### src/dbc_consts.vh
// Constants of the device bus controller: register map, fields, reset values, timing.
`ifndef DBC_CONSTS_VH
`define DBC_CONSTS_VH

// ****************************************************************
// Register word indices (byte offset divided by four)
// ****************************************************************
`define DBC_IDX_PARAM0   6'h00
`define DBC_IDX_WIN0     6'h08
`define DBC_IDX_REQADDR  6'h10
`define DBC_IDX_REQCTRL  6'h11
`define DBC_IDX_WDATA    6'h12
`define DBC_IDX_RDATA    6'h13
`define DBC_IDX_STATUS   6'h14

// ****************************************************************
// Bank parameter fields
// ****************************************************************
`define DBC_F_TURN   2:0
`define DBC_F_FIRST  6:3
`define DBC_F_NEXT   10:7
`define DBC_F_A2W    13:11
`define DBC_F_LOW    16:14
`define DBC_F_GAP    19:17
`define DBC_F_WIDTH  21:20
`define DBC_F_LEAD   29:28
`define DBC_PARAM_RST 32'h002FFFFF

// ****************************************************************
// Window fields, base and size in 1 MB units
// ****************************************************************
`define DBC_F_BASE   11:0
`define DBC_F_SIZE   24:16
`define DBC_WIN0_RST 32'h01FF0000
`define DBC_WIN1_RST 32'h01FF0200
`define DBC_WIN2_RST 32'h01FF0400
`define DBC_WIN3_RST 32'h01FF0600
`define DBC_WIN4_RST 32'h00000FFF
`define DBC_BOOT_BANK 3'h4

// ****************************************************************
// Minimum timing settings and limits
// ****************************************************************
`define DBC_MIN_TURN  3'h1
`define DBC_MIN_FIRST 4'h3
`define DBC_MIN_NEXT  4'h1
`define DBC_MIN_A2W   3'h3
`define DBC_MIN_LOW   3'h1
`define DBC_FLOAT_CYC 3'h5
`define DBC_ADDR_CYC  5'h01
`define DBC_MAX_PEND  3'h4
`define DBC_BUF_WORDS 6'h20

`endif

### src/dbc_device_bus.v
// Device bus controller: APB register slave, request queue, buffers and bus sequencer.
// Functional notes
// - Five banks, windows in 1MB steps, 512MB max.
// - Per-bank width 8/16/32 and timing values.
// - Boot bank defaults to boot address, strap width.
// - Address phase drives address, bank select, direction.
// - Access strobe active for whole device access.
// - Write data with active-low lane strobes; no read enables.
// - Outputs float in reset plus five cycles.
// - 128-byte buffers, four reads, four writes outstanding.
// - Address driven two cycles, then latch strobe drops.
// - Write data popped cycle after latch drop.
// - Posted writes wait for earlier transactions.
// - Read data returned once whole burst is buffered.
// - Bus released after read, at least one cycle.
// - First read sample after latch rise, min three.
// - Next burst sample spacing, minimum one.
// - Latch drop to write strobe delay, min three.
// - Write pulse width, min one, data stable.
// - Write gap cycles; data changes on last gap.
// - Zero gap only with write pulse width one.
// - Burst address leads read sample by lead field.
// - Wait for ready when delay counts expire.
`include "dbc_consts.vh"

module dbc_device_bus (
  input  wire        clk,
  input  wire        rstn,
  input  wire        psel,
  input  wire        penable,
  input  wire        pwrite,
  input  wire [7:0]  paddr,
  input  wire [31:0] pwdata,
  output reg  [31:0] prdata,
  output reg         pready,
  output reg         pslverr,
  input  wire [31:0] adIn,
  output reg  [31:0] adOut,
  output reg         adOe,
  output reg         ctlOe,
  output reg         addrLatch,
  output reg  [4:0]  bankSelN,
  output reg         dirIndicator,
  output reg         accessStrobeN,
  output reg  [3:0]  writeLaneN,
  output reg  [2:0]  burstAddrLow,
  input  wire        readyN,
  input  wire [1:0]  bootWidth
);

  localparam [7:0] S_IDLE  = 8'h01;
  localparam [7:0] S_ADDR  = 8'h02;
  localparam [7:0] S_LATCH = 8'h04;
  localparam [7:0] S_RWAIT = 8'h08;
  localparam [7:0] S_WSET  = 8'h10;
  localparam [7:0] S_WLOW  = 8'h20;
  localparam [7:0] S_WHIGH = 8'h40;
  localparam [7:0] S_TURN  = 8'h80;

  reg [31:0] paramQ [0:4];
  reg [31:0] winQ   [0:4];
  reg [31:0] wbuf   [0:31];
  reg [31:0] rbuf   [0:31];
  reg [31:0] cqAddr [0:7];
  reg [10:0] cqCtl  [0:7];
  reg [31:0] reqAddrQ;
  reg [2:0]  cqWp, cqRp;
  reg [3:0]  cqCount;
  reg [2:0]  rdPend, wrPend;
  reg [4:0]  wwp, wrp, rwp, rrp;
  reg [5:0]  wbCount, rbHeld, rbAvail;
  reg        errFlag, strapTaken;
  reg [2:0]  floatCnt;
  reg [7:0]  stateQ;
  reg [4:0]  cntQ;
  reg [2:0]  beatQ, beatsQ, bankQ;
  reg [3:0]  beQ;
  reg        dirQ;
  integer    j;

  // ****************************************************************
  // Bank decode of the request address
  // ****************************************************************
  reg        hit;
  reg [2:0]  hitBank;
  reg [11:0] offMb;
  integer    i;
  always @*
  begin
    hit = 1'b0;
    hitBank = 3'h0;
    offMb = 12'h000;
    for (i = 4; i >= 0; i = i - 1)
    begin
      offMb = reqAddrQ[31:20] - winQ[i][`DBC_F_BASE];
      if (reqAddrQ[31:20] >= winQ[i][`DBC_F_BASE] &&
          offMb <= {3'h0, winQ[i][`DBC_F_SIZE]})
      begin
        hit = 1'b1;
        hitBank = i[2:0];
      end
    end
  end

  // ****************************************************************
  // Effective timing of the active bank, clamped to legal minimums
  // ****************************************************************
  wire [31:0] curPar = paramQ[bankQ];
  wire [2:0] turnE  = (curPar[`DBC_F_TURN] < `DBC_MIN_TURN) ? `DBC_MIN_TURN
                      : curPar[`DBC_F_TURN];
  wire [3:0] firstE = (curPar[`DBC_F_FIRST] < `DBC_MIN_FIRST) ? `DBC_MIN_FIRST
                      : curPar[`DBC_F_FIRST];
  wire [3:0] nextE  = (curPar[`DBC_F_NEXT] < `DBC_MIN_NEXT) ? `DBC_MIN_NEXT
                      : curPar[`DBC_F_NEXT];
  wire [2:0] a2wE   = (curPar[`DBC_F_A2W] < `DBC_MIN_A2W) ? `DBC_MIN_A2W
                      : curPar[`DBC_F_A2W];
  wire [2:0] lowE   = (curPar[`DBC_F_LOW] < `DBC_MIN_LOW) ? `DBC_MIN_LOW
                      : curPar[`DBC_F_LOW];
  // A zero gap is only honoured with a one-cycle pulse; otherwise it acts as one.
  wire [2:0] gapE   = (curPar[`DBC_F_GAP] == 3'h0 && lowE != 3'h1) ? 3'h1
                      : curPar[`DBC_F_GAP];
  wire [1:0] leadE  = curPar[`DBC_F_LEAD];
  wire [1:0] widthE = curPar[`DBC_F_WIDTH];

  wire [4:0] rdTarget = (beatQ == 3'h0) ? {1'b0, firstE} : {1'b0, nextE};
  wire       rdSample = (stateQ == S_RWAIT) && (cntQ >= rdTarget) && !readyN;
  wire       rdLast   = (beatQ == beatsQ);
  wire       leadNow  = ({3'h0, leadE} + 5'h01 >= {1'b0, nextE});
  wire [4:0] leadCnt  = {1'b0, nextE} - {3'h0, leadE} - 5'h01;
  wire [31:0] rdWord  = (widthE == 2'h0) ? {24'h000000, adIn[7:0]} :
                        (widthE == 2'h1) ? {16'h0000, adIn[15:0]} : adIn;
  wire       wrEnd    = (stateQ == S_WLOW) && (cntQ >= {2'h0, lowE}) && !readyN;

  // ****************************************************************
  // APB decode
  // ****************************************************************
  wire [5:0] idx    = paddr[7:2];
  wire       mapped = (paddr[1:0] == 2'h0) &&
                      (idx < 6'h05 || (idx >= `DBC_IDX_WIN0 && idx < 6'h0D) ||
                       (idx >= `DBC_IDX_REQADDR && idx <= `DBC_IDX_STATUS));
  wire       take   = psel && penable && pready;
  wire       wrAcc  = take && pwrite && mapped;
  wire       rdPop  = take && !pwrite && idx == `DBC_IDX_RDATA && rbAvail != 6'h00;
  wire       pushWd = wrAcc && idx == `DBC_IDX_WDATA && wbCount != `DBC_BUF_WORDS;
  wire       reqCmd = wrAcc && idx == `DBC_IDX_REQCTRL;
  wire       cmdOk  = hit && (pwdata[0] ? rdPend < `DBC_MAX_PEND
                      : wrPend < `DBC_MAX_PEND);
  wire       pushCmd = reqCmd && cmdOk;

  wire [10:0] headCtl = cqCtl[cqRp];
  wire [5:0]  headBeats = {3'h0, headCtl[3:1]} + 6'h01;
  wire        canStart = ctlOe && cqCount != 4'h0 && (headCtl[0] ?
                         (`DBC_BUF_WORDS - rbHeld) >= headBeats : wbCount >= headBeats);
  wire        popWb = (stateQ == S_LATCH && !dirQ) ||
                      (wrEnd && !rdLast && gapE <= 3'h1) ||
                      (stateQ == S_WHIGH && gapE >= 3'h2 &&
                       cntQ == {2'h0, gapE} - 5'h01);
  wire        startGo = (stateQ == S_IDLE) && canStart;
  wire        rdDone  = rdSample && rdLast;
  wire        wrDone  = wrEnd && rdLast;

  reg [31:0] rdMux;
  always @*
  begin
    rdMux = 32'h00000000;
    if (idx < 6'h05)
      rdMux = paramQ[idx[2:0]];
    else if (idx >= `DBC_IDX_WIN0 && idx < 6'h0D)
      rdMux = winQ[idx[2:0]];
    else if (idx == `DBC_IDX_REQADDR)
      rdMux = reqAddrQ;
    else if (idx == `DBC_IDX_RDATA)
      rdMux = rbuf[rrp];
    else if (idx == `DBC_IDX_STATUS)
      rdMux = {11'h000, ctlOe, wbCount, rbAvail, wrPend, rdPend, errFlag,
               (stateQ != S_IDLE)};
  end

  // ****************************************************************
  // Buffer storage, no reset needed
  // ****************************************************************
  always @(posedge clk)
  begin
    if (pushWd)
      wbuf[wwp] <= pwdata;
    if (rdSample)
      rbuf[rwp] <= rdWord;
  end

  // ****************************************************************
  // Registers, queue and bus sequencer
  // ****************************************************************
  always @(posedge clk or negedge rstn)
  begin
    if (!rstn)
    begin
      for (j = 0; j < 5; j = j + 1)
        paramQ[j] <= `DBC_PARAM_RST;
      for (j = 0; j < 8; j = j + 1)
      begin
        cqAddr[j] <= 32'h00000000;
        cqCtl[j] <= 11'h000;
      end
      winQ[0] <= `DBC_WIN0_RST;
      winQ[1] <= `DBC_WIN1_RST;
      winQ[2] <= `DBC_WIN2_RST;
      winQ[3] <= `DBC_WIN3_RST;
      winQ[4] <= `DBC_WIN4_RST;
      reqAddrQ <= 32'h00000000;
      prdata <= 32'h00000000;
      pready <= 1'b0;
      pslverr <= 1'b0;
      cqWp <= 3'h0;
      cqRp <= 3'h0;
      cqCount <= 4'h0;
      rdPend <= 3'h0;
      wrPend <= 3'h0;
      wwp <= 5'h00;
      wrp <= 5'h00;
      rwp <= 5'h00;
      rrp <= 5'h00;
      wbCount <= 6'h00;
      rbHeld <= 6'h00;
      rbAvail <= 6'h00;
      errFlag <= 1'b0;
      strapTaken <= 1'b0;
      floatCnt <= 3'h0;
      stateQ <= S_IDLE;
      cntQ <= 5'h00;
      beatQ <= 3'h0;
      beatsQ <= 3'h0;
      bankQ <= 3'h0;
      beQ <= 4'h0;
      dirQ <= 1'b0;
      adOut <= 32'h00000000;
      adOe <= 1'b0;
      ctlOe <= 1'b0;
      addrLatch <= 1'b0;
      bankSelN <= 5'h1F;
      dirIndicator <= 1'b0;
      accessStrobeN <= 1'b1;
      writeLaneN <= 4'hF;
      burstAddrLow <= 3'h0;
    end
    else
    begin
      // Pins stay floating for a fixed count after release; the strobe relies on a pull.
      if (floatCnt != `DBC_FLOAT_CYC)
        floatCnt <= floatCnt + 3'h1;
      if (floatCnt == `DBC_FLOAT_CYC - 3'h1)
        ctlOe <= 1'b1;
      if (!strapTaken)
      begin
        strapTaken <= 1'b1;
        paramQ[`DBC_BOOT_BANK][`DBC_F_WIDTH] <= bootWidth;
      end

      pready <= psel && penable && !pready;
      if (psel && penable && !pready)
      begin
        prdata <= pwrite ? 32'h00000000 : rdMux;
        pslverr <= !mapped;
      end
      if (wrAcc && idx < 6'h05)
        paramQ[idx[2:0]] <= pwdata;
      if (wrAcc && idx >= `DBC_IDX_WIN0 && idx < 6'h0D)
        winQ[idx[2:0]] <= pwdata;
      if (wrAcc && idx == `DBC_IDX_REQADDR)
        reqAddrQ <= pwdata;
      // A new error beats a clear in the same cycle.
      if ((reqCmd && !cmdOk) || (wrAcc && idx == `DBC_IDX_WDATA && !pushWd))
        errFlag <= 1'b1;
      else if (wrAcc && idx == `DBC_IDX_STATUS && pwdata[1])
        errFlag <= 1'b0;

      if (pushCmd)
      begin
        cqAddr[cqWp] <= reqAddrQ;
        cqCtl[cqWp] <= {hitBank, pwdata[7:4], pwdata[3:1], pwdata[0]};
        cqWp <= cqWp + 3'h1;
      end
      cqCount <= cqCount + {3'h0, pushCmd} - {3'h0, startGo};
      rdPend <= rdPend + {2'h0, pushCmd && pwdata[0]} - {2'h0, rdDone};
      wrPend <= wrPend + {2'h0, pushCmd && !pwdata[0]} - {2'h0, wrDone};
      if (pushWd)
        wwp <= wwp + 5'h01;
      wbCount <= wbCount + {5'h00, pushWd} - {5'h00, popWb};
      if (popWb)
      begin
        adOut <= wbuf[wrp];
        wrp <= wrp + 5'h01;
      end
      if (rdSample)
        rwp <= rwp + 5'h01;
      if (rdPop)
        rrp <= rrp + 5'h01;
      rbHeld <= rbHeld + {5'h00, rdSample} - {5'h00, rdPop};
      rbAvail <= rbAvail + (rdDone ? {3'h0, beatsQ} + 6'h01 : 6'h00)
                 - {5'h00, rdPop};

      case (stateQ)
        S_IDLE:
        begin
          if (startGo)
          begin
            // Queue order makes a posted write wait for every earlier access.
            cqRp <= cqRp + 3'h1;
            dirQ <= headCtl[0];
            beatsQ <= headCtl[3:1];
            beQ <= headCtl[7:4];
            bankQ <= headCtl[10:8];
            beatQ <= 3'h0;
            cntQ <= 5'h00;
            adOut <= cqAddr[cqRp];
            adOe <= 1'b1;
            addrLatch <= 1'b1;
            bankSelN <= ~(5'h01 << headCtl[10:8]);
            dirIndicator <= headCtl[0];
            burstAddrLow <= cqAddr[cqRp][4:2];
            accessStrobeN <= 1'b0;
            stateQ <= S_ADDR;
          end
        end
        S_ADDR:
        begin
          cntQ <= cntQ + 5'h01;
          if (cntQ == `DBC_ADDR_CYC)
          begin
            addrLatch <= 1'b0;
            stateQ <= S_LATCH;
          end
        end
        S_LATCH:
        begin
          if (dirQ)
          begin
            adOe <= 1'b0;
            cntQ <= cntQ + 5'h01;
            stateQ <= S_RWAIT;
          end
          else
          begin
            cntQ <= 5'h01;
            stateQ <= S_WSET;
          end
        end
        S_RWAIT:
        begin
          if (rdSample)
          begin
            beatQ <= beatQ + 3'h1;
            cntQ <= 5'h01;
            if (rdLast)
            begin
              accessStrobeN <= 1'b1;
              bankSelN <= 5'h1F;
              stateQ <= S_TURN;
            end
            else if (leadNow)
              burstAddrLow <= burstAddrLow + 3'h1;
          end
          else
          begin
            if (cntQ < rdTarget)
              cntQ <= cntQ + 5'h01;
            if (beatQ != 3'h0 && !leadNow && cntQ == leadCnt)
              burstAddrLow <= burstAddrLow + 3'h1;
          end
        end
        S_WSET:
        begin
          cntQ <= cntQ + 5'h01;
          if (cntQ == {2'h0, a2wE} - 5'h01)
          begin
            writeLaneN <= ~beQ;
            cntQ <= 5'h01;
            stateQ <= S_WLOW;
          end
        end
        S_WLOW:
        begin
          if (cntQ < {2'h0, lowE})
            cntQ <= cntQ + 5'h01;
          if (wrEnd)
          begin
            cntQ <= 5'h01;
            beatQ <= beatQ + 3'h1;
            if (rdLast)
            begin
              writeLaneN <= 4'hF;
              adOe <= 1'b0;
              accessStrobeN <= 1'b1;
              bankSelN <= 5'h1F;
              stateQ <= S_IDLE;
            end
            else
            begin
              if (gapE <= 3'h1)
                burstAddrLow <= burstAddrLow + 3'h1;
              if (gapE != 3'h0)
              begin
                writeLaneN <= 4'hF;
                stateQ <= S_WHIGH;
              end
            end
          end
        end
        S_WHIGH:
        begin
          cntQ <= cntQ + 5'h01;
          if (gapE >= 3'h2 && cntQ == {2'h0, gapE} - 5'h01)
            burstAddrLow <= burstAddrLow + 3'h1;
          if (cntQ == {2'h0, gapE})
          begin
            writeLaneN <= ~beQ;
            cntQ <= 5'h01;
            stateQ <= S_WLOW;
          end
        end
        S_TURN:
        begin
          cntQ <= cntQ + 5'h01;
          if (cntQ >= {2'h0, turnE})
            stateQ <= S_IDLE;
        end
        default:
        begin
          stateQ <= S_IDLE;
        end
      endcase
    end
  end

endmodule

### config.mk
export PLATFORM = sky130hd
export DESIGN_NAME = dbc_device_bus
export DESIGN_NICKNAME = d
export VERILOG_FILES = /design/src/dbc_device_bus.v
export VERILOG_INCLUDE_DIRS = /design/src
export SDC_FILE = /design/constraint.sdc
export NUM_CORES = 2
export LEC_CHECK = 0
export ABC_AREA = 1
export ABC_CLOCK_PERIOD_IN_PS = 5500
export BUFFER_PORTS_ARGS = -buffer_cell sky130_fd_sc_hd__buf_2
export CORE_ASPECT_RATIO = 0.6
export CORE_UTILIZATION = 42
export DETAILED_ROUTE_END_ITERATION = 16
export GPL_ROUTABILITY_DRIVEN = 0
export PLACE_DENSITY = 0.53
export SLEW_MARGIN = 20
export SYNTH_ARGS = -nofsm -noshare
export SYNTH_HDL_FRONTEND = slang
export SYNTH_SLANG_ARGS = --single-unit
export TNS_END_PERCENT = 5
### constraint.sdc
create_clock -name clk -period 5.5 [get_ports clk]
set_clock_uncertainty 0.1 [all_clocks]
set_input_delay 0 -clock clk [delete_from_list [all_inputs] [get_ports clk]]
set_output_delay 0 -clock clk [all_outputs]
set_load 0.01 [all_outputs]
# Word-level counts from Yosys, hierarchy flattened
# Memories as Yosys holds them, arrays and structs flattened.
# Cells that the tools add are included.
[totals]
reg_bits = 864
latch_bits = 0
ram_bits = 2048
mem_bits_ro = 0
inputBits = 80
output_inout_bits = 83
n_memories = 2
[op_classes]
add_sub_neg = 35
n_mul = 0
n_div = 0
order_cmp = 38
eq_ne = 44
shift = 1
mux = 122
bitwise_logic = 6
reduce_logical = 90
[memory_table]
columns = ["memory", "words", "word_bits", "read_ports", "rd_clocked_by_memory_dff", "write_ports", "line", "text"]
rows = [
  ["rbuf", 32, 32, 1, 0, 1, "dbc_device_bus.v:63", "reg [31:0] rbuf [0:31];"],
  ["wbuf", 32, 32, 1, 0, 1, "dbc_device_bus.v:62", "reg [31:0] wbuf [0:31];"],
]
[ops]
columns = ["operator", "count"]
rows = [
  ["$mux W32", 18],
  ["$bmux W32 S3", 4],
  ["$bwmux W160", 2],
  ["$bwmux W256", 1],
  ["$demux W32 S3", 2],
  ["$bwmux W88", 1],
  ["$mux W8", 10],
  ["$mux W5", 13],
  ["$pmux W8 S8", 1],
  ["$mux W3", 21],
  ["$ge A12 B12 Y1", 5],
  ["$le A12 B9 Y1", 5],
  ["$mux W30", 2],
  ["$sub A12 B12 Y12", 5],
  ["$logic_and A1 B1 Y1", 51],
  ["$mux W4", 9],
  ["$pmux W5 S7", 1],
  ["$bmux W11 S3", 1],
  ["$demux W11 S3", 1],
  ["$mux W11", 3],
  ["$eq A6 B5 Y1 const B", 5],
  ["$add A5 B1 Y5 const B", 5],
  ["$mux W1", 22],
  ["$mux W22", 1],
  ["81 further kinds", 147],
]

# Longest topological paths before layout
[depth]
depth_word = 16
mapped_depth = 34

# Worst setup path before layout
# OpenSTA, ideal clock, no wires.
[synth_timing]
path_kind = "register to register"
from = "register bankQ[1]"
to = "memory rbuf[11][0], enable pin"
arrival_time_ns = 4.509
required_time_ns = 4.979
setup_slack_ns = 0.470
path_stages_with_launch = 23
path_buffers = 5
synth_period_minus_slack_ns = 5.030
cell_sequence = "dfrtp_1 buf_4 inv_2 buf_4 clkbuf_1 clkbuf_1 a21oi_1 o21ai_0 o21ai_0 nand2_1 o21ai_0 ha_1 inv_1 nor2_1 inv_1 nor2_1 nor3_1 nand3_1 nand2_1 inv_1 clkbuf_1 nand2_1 nor2_1"
[synth_between]
elab_chain_len = 12
word_cells_on_any_way = 14
[synth_rtl]
columns = ["item", "line", "text"]
rows = [
  ["start, declared", "dbc_device_bus.v:76", "reg [2:0] beatQ, beatsQ, bankQ;"],
  ["start signal, assigned", "dbc_device_bus.v:311", "bankQ <= headCtl[10:8];"],
  ["$not A3 Y4 (implied by the code) (*)", "dbc_device_bus.v:108", "wire [31:0] curPar = paramQ[bankQ];"],
  ["$bmux W32 S3 (*)", "dbc_device_bus.v:108", ""],
  ["$mux W30 (implied by the code) (*) (2 in series)", "dbc_device_bus.v:108", ""],
  ["$lt A4 B1 Y1 (no source line) or $lt A4 B2 Y1 (tied branches)", "--", ""],
  ["$mux W4, on equally long branches", "dbc_device_bus.v:113, dbc_device_bus.v:111", ""],
  ["$mux W4 (*)", "dbc_device_bus.v:125", "wire [4:0] rdTarget = (beatQ == 3'h0) ? {1'b0, firstE} : {1'b0, nextE};"],
  ["$ge A5 B4 Y1 (*)", "dbc_device_bus.v:126", "wire rdSample = (stateQ == S_RWAIT) && (cntQ >= rdTarget) && !readyN;"],
  ["$logic_and A1 B1 Y1 (*) (2 in series)", "dbc_device_bus.v:126", ""],
  ["$mux W1 (*)", "dbc_device_bus.v:186", "if (rdSample)"],
  ["$mux W1 (implied by the code) (*)", "dbc_device_bus.v:187", "rbuf[rwp] <= rdWord;"],
  ["end, declared", "dbc_device_bus.v:63", ""],
]
# Mark *: on every way between the ends. The rest lies on a longest branch, timed or not. The select of a mux whose other input is x is not followed.

# Final worst setup path
[layout_timing]
from = "input paddr[0]"
to = "memory wbuf[10][0], enable pin"
[layout_between]
elab_chain_len = 7
[layout_rtl]
columns = ["item", "line", "text"]
rows = [
  ["start, declared", "dbc_device_bus.v:32", "input wire [7:0] paddr,"],
  ["$logic_not A2 Y1", "dbc_device_bus.v:138", "wire mapped = (paddr[1:0] == 2'h0) &&"],
  ["$logic_and A1 B1 Y1", "dbc_device_bus.v:138", ""],
  ["$logic_and A1 B1 Y1", "dbc_device_bus.v:142", "wire wrAcc = take && pwrite && mapped;"],
  ["$logic_and A1 B1 Y1 (no source line) (2 in series)", "--", ""],
  ["$mux W1", "dbc_device_bus.v:184", "if (pushWd)"],
  ["$mux W1 (implied by the code)", "dbc_device_bus.v:185", "wbuf[wwp] <= pwdata;"],
  ["end, declared", "dbc_device_bus.v:62", ""],
]
# Every way passes these cells.

==> qor.csv <==
metric,value,unit
status,"complete, no violations",
post-route ant nets,0,
post-synth net total,12226,
Pwr Total,59.7,mW
"CP delay by family, top",buffers and inverters,
port bufs,162,
final setup fails,0,
clock-pin slew on the worst setup and hold paths,0.07,ns
vias in the first global route,91843,
core area,0.301,mm^2
pin count of the biggest net entering global routing,194,
Fin. Hold Viols,0,
internal power,39.6,mW
via count,99328,
post-placement cell area,0.134,mm^2
Final HPWL DP,288000,um
Post-synth ARST share,0.297,
# clock sinks,2912,
Leak,54.1,nW
post-synth top area share,0.484,
CP Launch Type,primary input,
layout cells sized above 1,0.103,
Layout area overhead,13.3,%
Cell Rows,156,
setup ws final,0.0900,ns
first-pass GRT wire length,675000,um
yosys warns,0,
Unique masters post-synth,57,
CTS root buf,clkbuf_16,
FF-to-FF setup slack,0.13,ns
fin crit share,0.984,
initial antenna violation count,36,
VDD IR-drop max,0.361,mV
Post-synth EDFFs,2048,
Slew Limit Fails,0,
CP max-delay cell,nor2_4,
CP cell instances,"dlygate4sd3_1, buf_2, dlygate4sd3_1, nor2_1, dlygate4sd3_1, o21ai_0, dlygate4sd3_1, nor2_1, nand2_1, inv_1, nand3_1, clkinv_1, nand2_1, nor2_4, buf_4",
P per Cell Area,415,mW/mm^2
mapped cell area,0.127,mm^2
WS Path Type,in2reg,
P_sw,20.1,mW
clk buf depth,4,
"FF+latch count, synth",2912,
dominant cells by area after synthesis,"edfxtp_1, dfrtp_1, o21ai_0, nand2_1, nor2_1",
Relative slew margins,0.149,
Mapped Cells,11939,
"Max FO, Critical Path",20,
Synth Flop Type,edfxtp_1,
final WL,473000,um
setup slack at placement,0.270,ns
die width,712,um
iteration count of the initial detailed-routing pass,7,
GR Util All Layers,0.301,
CTS tree,built,
Wirelength per Cell,29.1,um
Max Cap Violations,0,
grt total ovfl,0,
"slowest stage delay, CP",0.78,ns
clock latency on the worst-skew pair,0.92,ns
Initial DRC Count,14024,
Synth area leader,edfxtp_1,
minimum clock period,5.41,ns
CP Data Arrival Time,5.80,ns
full die area,0.305,mm^2
Clk network pwr share,0.336,
mean post-synth cell area,10.7,um^2
CP required,5.89,ns
Final Cell Area,0.144,mm^2
Initial Utilization,0.422,
Num CTS Buffers,290,
drt via density,6.12,
num ports,163,
crit path buf inv count,8,
top-count cell post-synth,edfxtp_1,
Logic pwr share,0.246,
hold crit path type,in2reg,
Fin Hold WS,0.0815,ns
Slew @ Worst Pin,1.28,ns
Post-synth top cells,"edfxtp_1, nand2_1, o21ai_0",
H-tree levels,5,
final net count,12256,
"Seq/Total Area, Yosys",0.655,
post-route DRC violation count,0,
setup TNS,0,ns
RSZ-0062 raised after global routing,true,
Die H,428,um
Max Fclk,185,MHz
Setup crit end kind,register,
Net Sw Frac,0.337,
Crit path top cell by count,dlygate4sd3_1,
Flop pwr share,0.418,
## kinds of logic after synthesis
family	share of synthesized area
AO/OA/AOI/OAI	0.128
flip-flops	0.655
buffers and inverters	0.0424
XOR/XNOR	0.00627
AND/OR/NAND/NOR	0.147
multiplexers	0.000167
other	0.0000295
adder cells (fa/ha/maj)	0.0211
## stage by stage
stage	util	std cells
after floorplan	-	11939
after global placement	0.444	15609
after detailed placement	0.444	15609
after CTS	0.478	16217
after global routing	0.478	16225
final	0.478	16232
## final timing paths
path	from	endpoint	cells after the start
max	paddr[0]	wbuf[10][0]	15
min	pwdata[6]	wbuf[29][6]	2
max reg2reg	reqAddrQ[22]	wrPend[2]	27
min reg2reg	cqAddr[84]	cqAddr[84]	2
max in group asynchronous	rstn	prdata[22]	4
min in group asynchronous	rstn	writeLaneN[3]	3
## cell type report
class,count,area [um^2]
flip-flops and latches,2912,83400
repair buffers,608,5250
clock buffers,384,8040
multi-input cells,7643,39200
well taps,4029,5040
clock inverters,132,1190
diodes,10,25.0
fillers,27314,157000
inverters,514,1960
## power groups by stage
stage	clock network, mW	registers, mW	logic [mW]
after global placement	0	25.4	14.2
after detailed placement	0	25.4	14.4
after floorplan	0	25.1	8.42
final	20.1	25.0	14.7
after CTS	20.3	24.9	14.5
after global routing	21.1	25.0	15.8
## layer usage
layer  GRT usage  share of wire  up-vias
li1            -              -    42620
met1       0.473           0.45    50183
met2       0.403           0.40     5804
met3      0.0814           0.12      699
met4      0.0808          0.028       22
met5     0.00934         0.0011        -
## timing repair
action	CTS	global route
endpoints found under the setup margin	0	59
endpoints found under the hold margin	2894	0
hold buffers	92	0
buffers inserted	0	5
gates resized for setup	0	5
## placed cells by master, fill, tap and decap left out, types with 8 or more instances in the layout
cell type,netlist,routed
edfxtp_1,2048,2048
nand2_1,1990,1981
o21ai_0,1833,1833
nor2_1,1533,1447
dfrtp_1,696,684
inv_1,494,481
nand4_1,477,477
o22ai_1,386,386
nand3_1,380,379
clkbuf_16,0,300
buf_4,19,287
o221ai_1,241,241
a21oi_1,230,228
ha_1,195,195
dfstp_2,168,168
buf_2,98,161
dlygate4sd3_1,0,91
nor2_4,1,81
o211ai_1,72,72
buf_12,0,66
clkbuf_1,718,62
xor2_1,58,58
clkinv_2,0,54
clkinv_1,12,47
nand3b_1,36,36
xnor2_1,33,33
nor3_1,26,24
clkbuf_8,0,22
a211oi_1,20,20
bufinv_16,0,19
inv_2,8,17
a31oi_1,16,16
o21bai_1,14,14
nand2_2,8,14
inv_6,0,12
fa_1,12,12
diode_2,0,10
a221oi_1,9,9
a22oi_1,8,8
## worst reg2reg max path, stage by stage (launching register included)
cell and delay (ns):
dfrtp_1 0.65, buf_4 0.32, ha_1 0.32, nand2_1 0.13
nand3_1 0.21, a31oi_1 0.26, xnor2_1 0.16, ha_1 0.27
a21o_1 0.19, nor2_1 0.10, nand2_1 0.06, nand2_1 0.05
nand2_1 0.07, a21oi_1 0.17, nand3_1 0.22, nand3_1 0.16
nor2_1 0.11, nor2_4 0.10, nand2_1 0.15, inv_1 0.13
nand2_1 0.07, ha_1 0.33, inv_1 0.06, ha_1 0.13
inv_1 0.05, fa_1 0.40, xnor2_1 0.18, xor2_1 0.18
## state kept, by name, indices dropped and copies added, names as in the netlist, 4 cells and up
| register | flops |
|---|---|
| rbuf | 1024 |
| rbHeld | 6 |
| wbuf | 1024 |
| wrp | 5 |
| paramQ | 160 |
| wbCount | 6 |
| rbAvail | 6 |
| cqAddr | 256 |
| rrp | 5 |
| beQ | 4 |
| bankSelN | 5 |
| cqCount | 4 |
| rwp | 5 |
| wwp | 5 |
| prdata | 32 |
| stateQ | 8 |
| cqCtl | 88 |
| winQ | 160 |
| writeLaneN | 4 |
| cntQ | 5 |
| adOut | 32 |
| reqAddrQ | 32 |
Note: power is estimated with default switching activity, not from simulation.
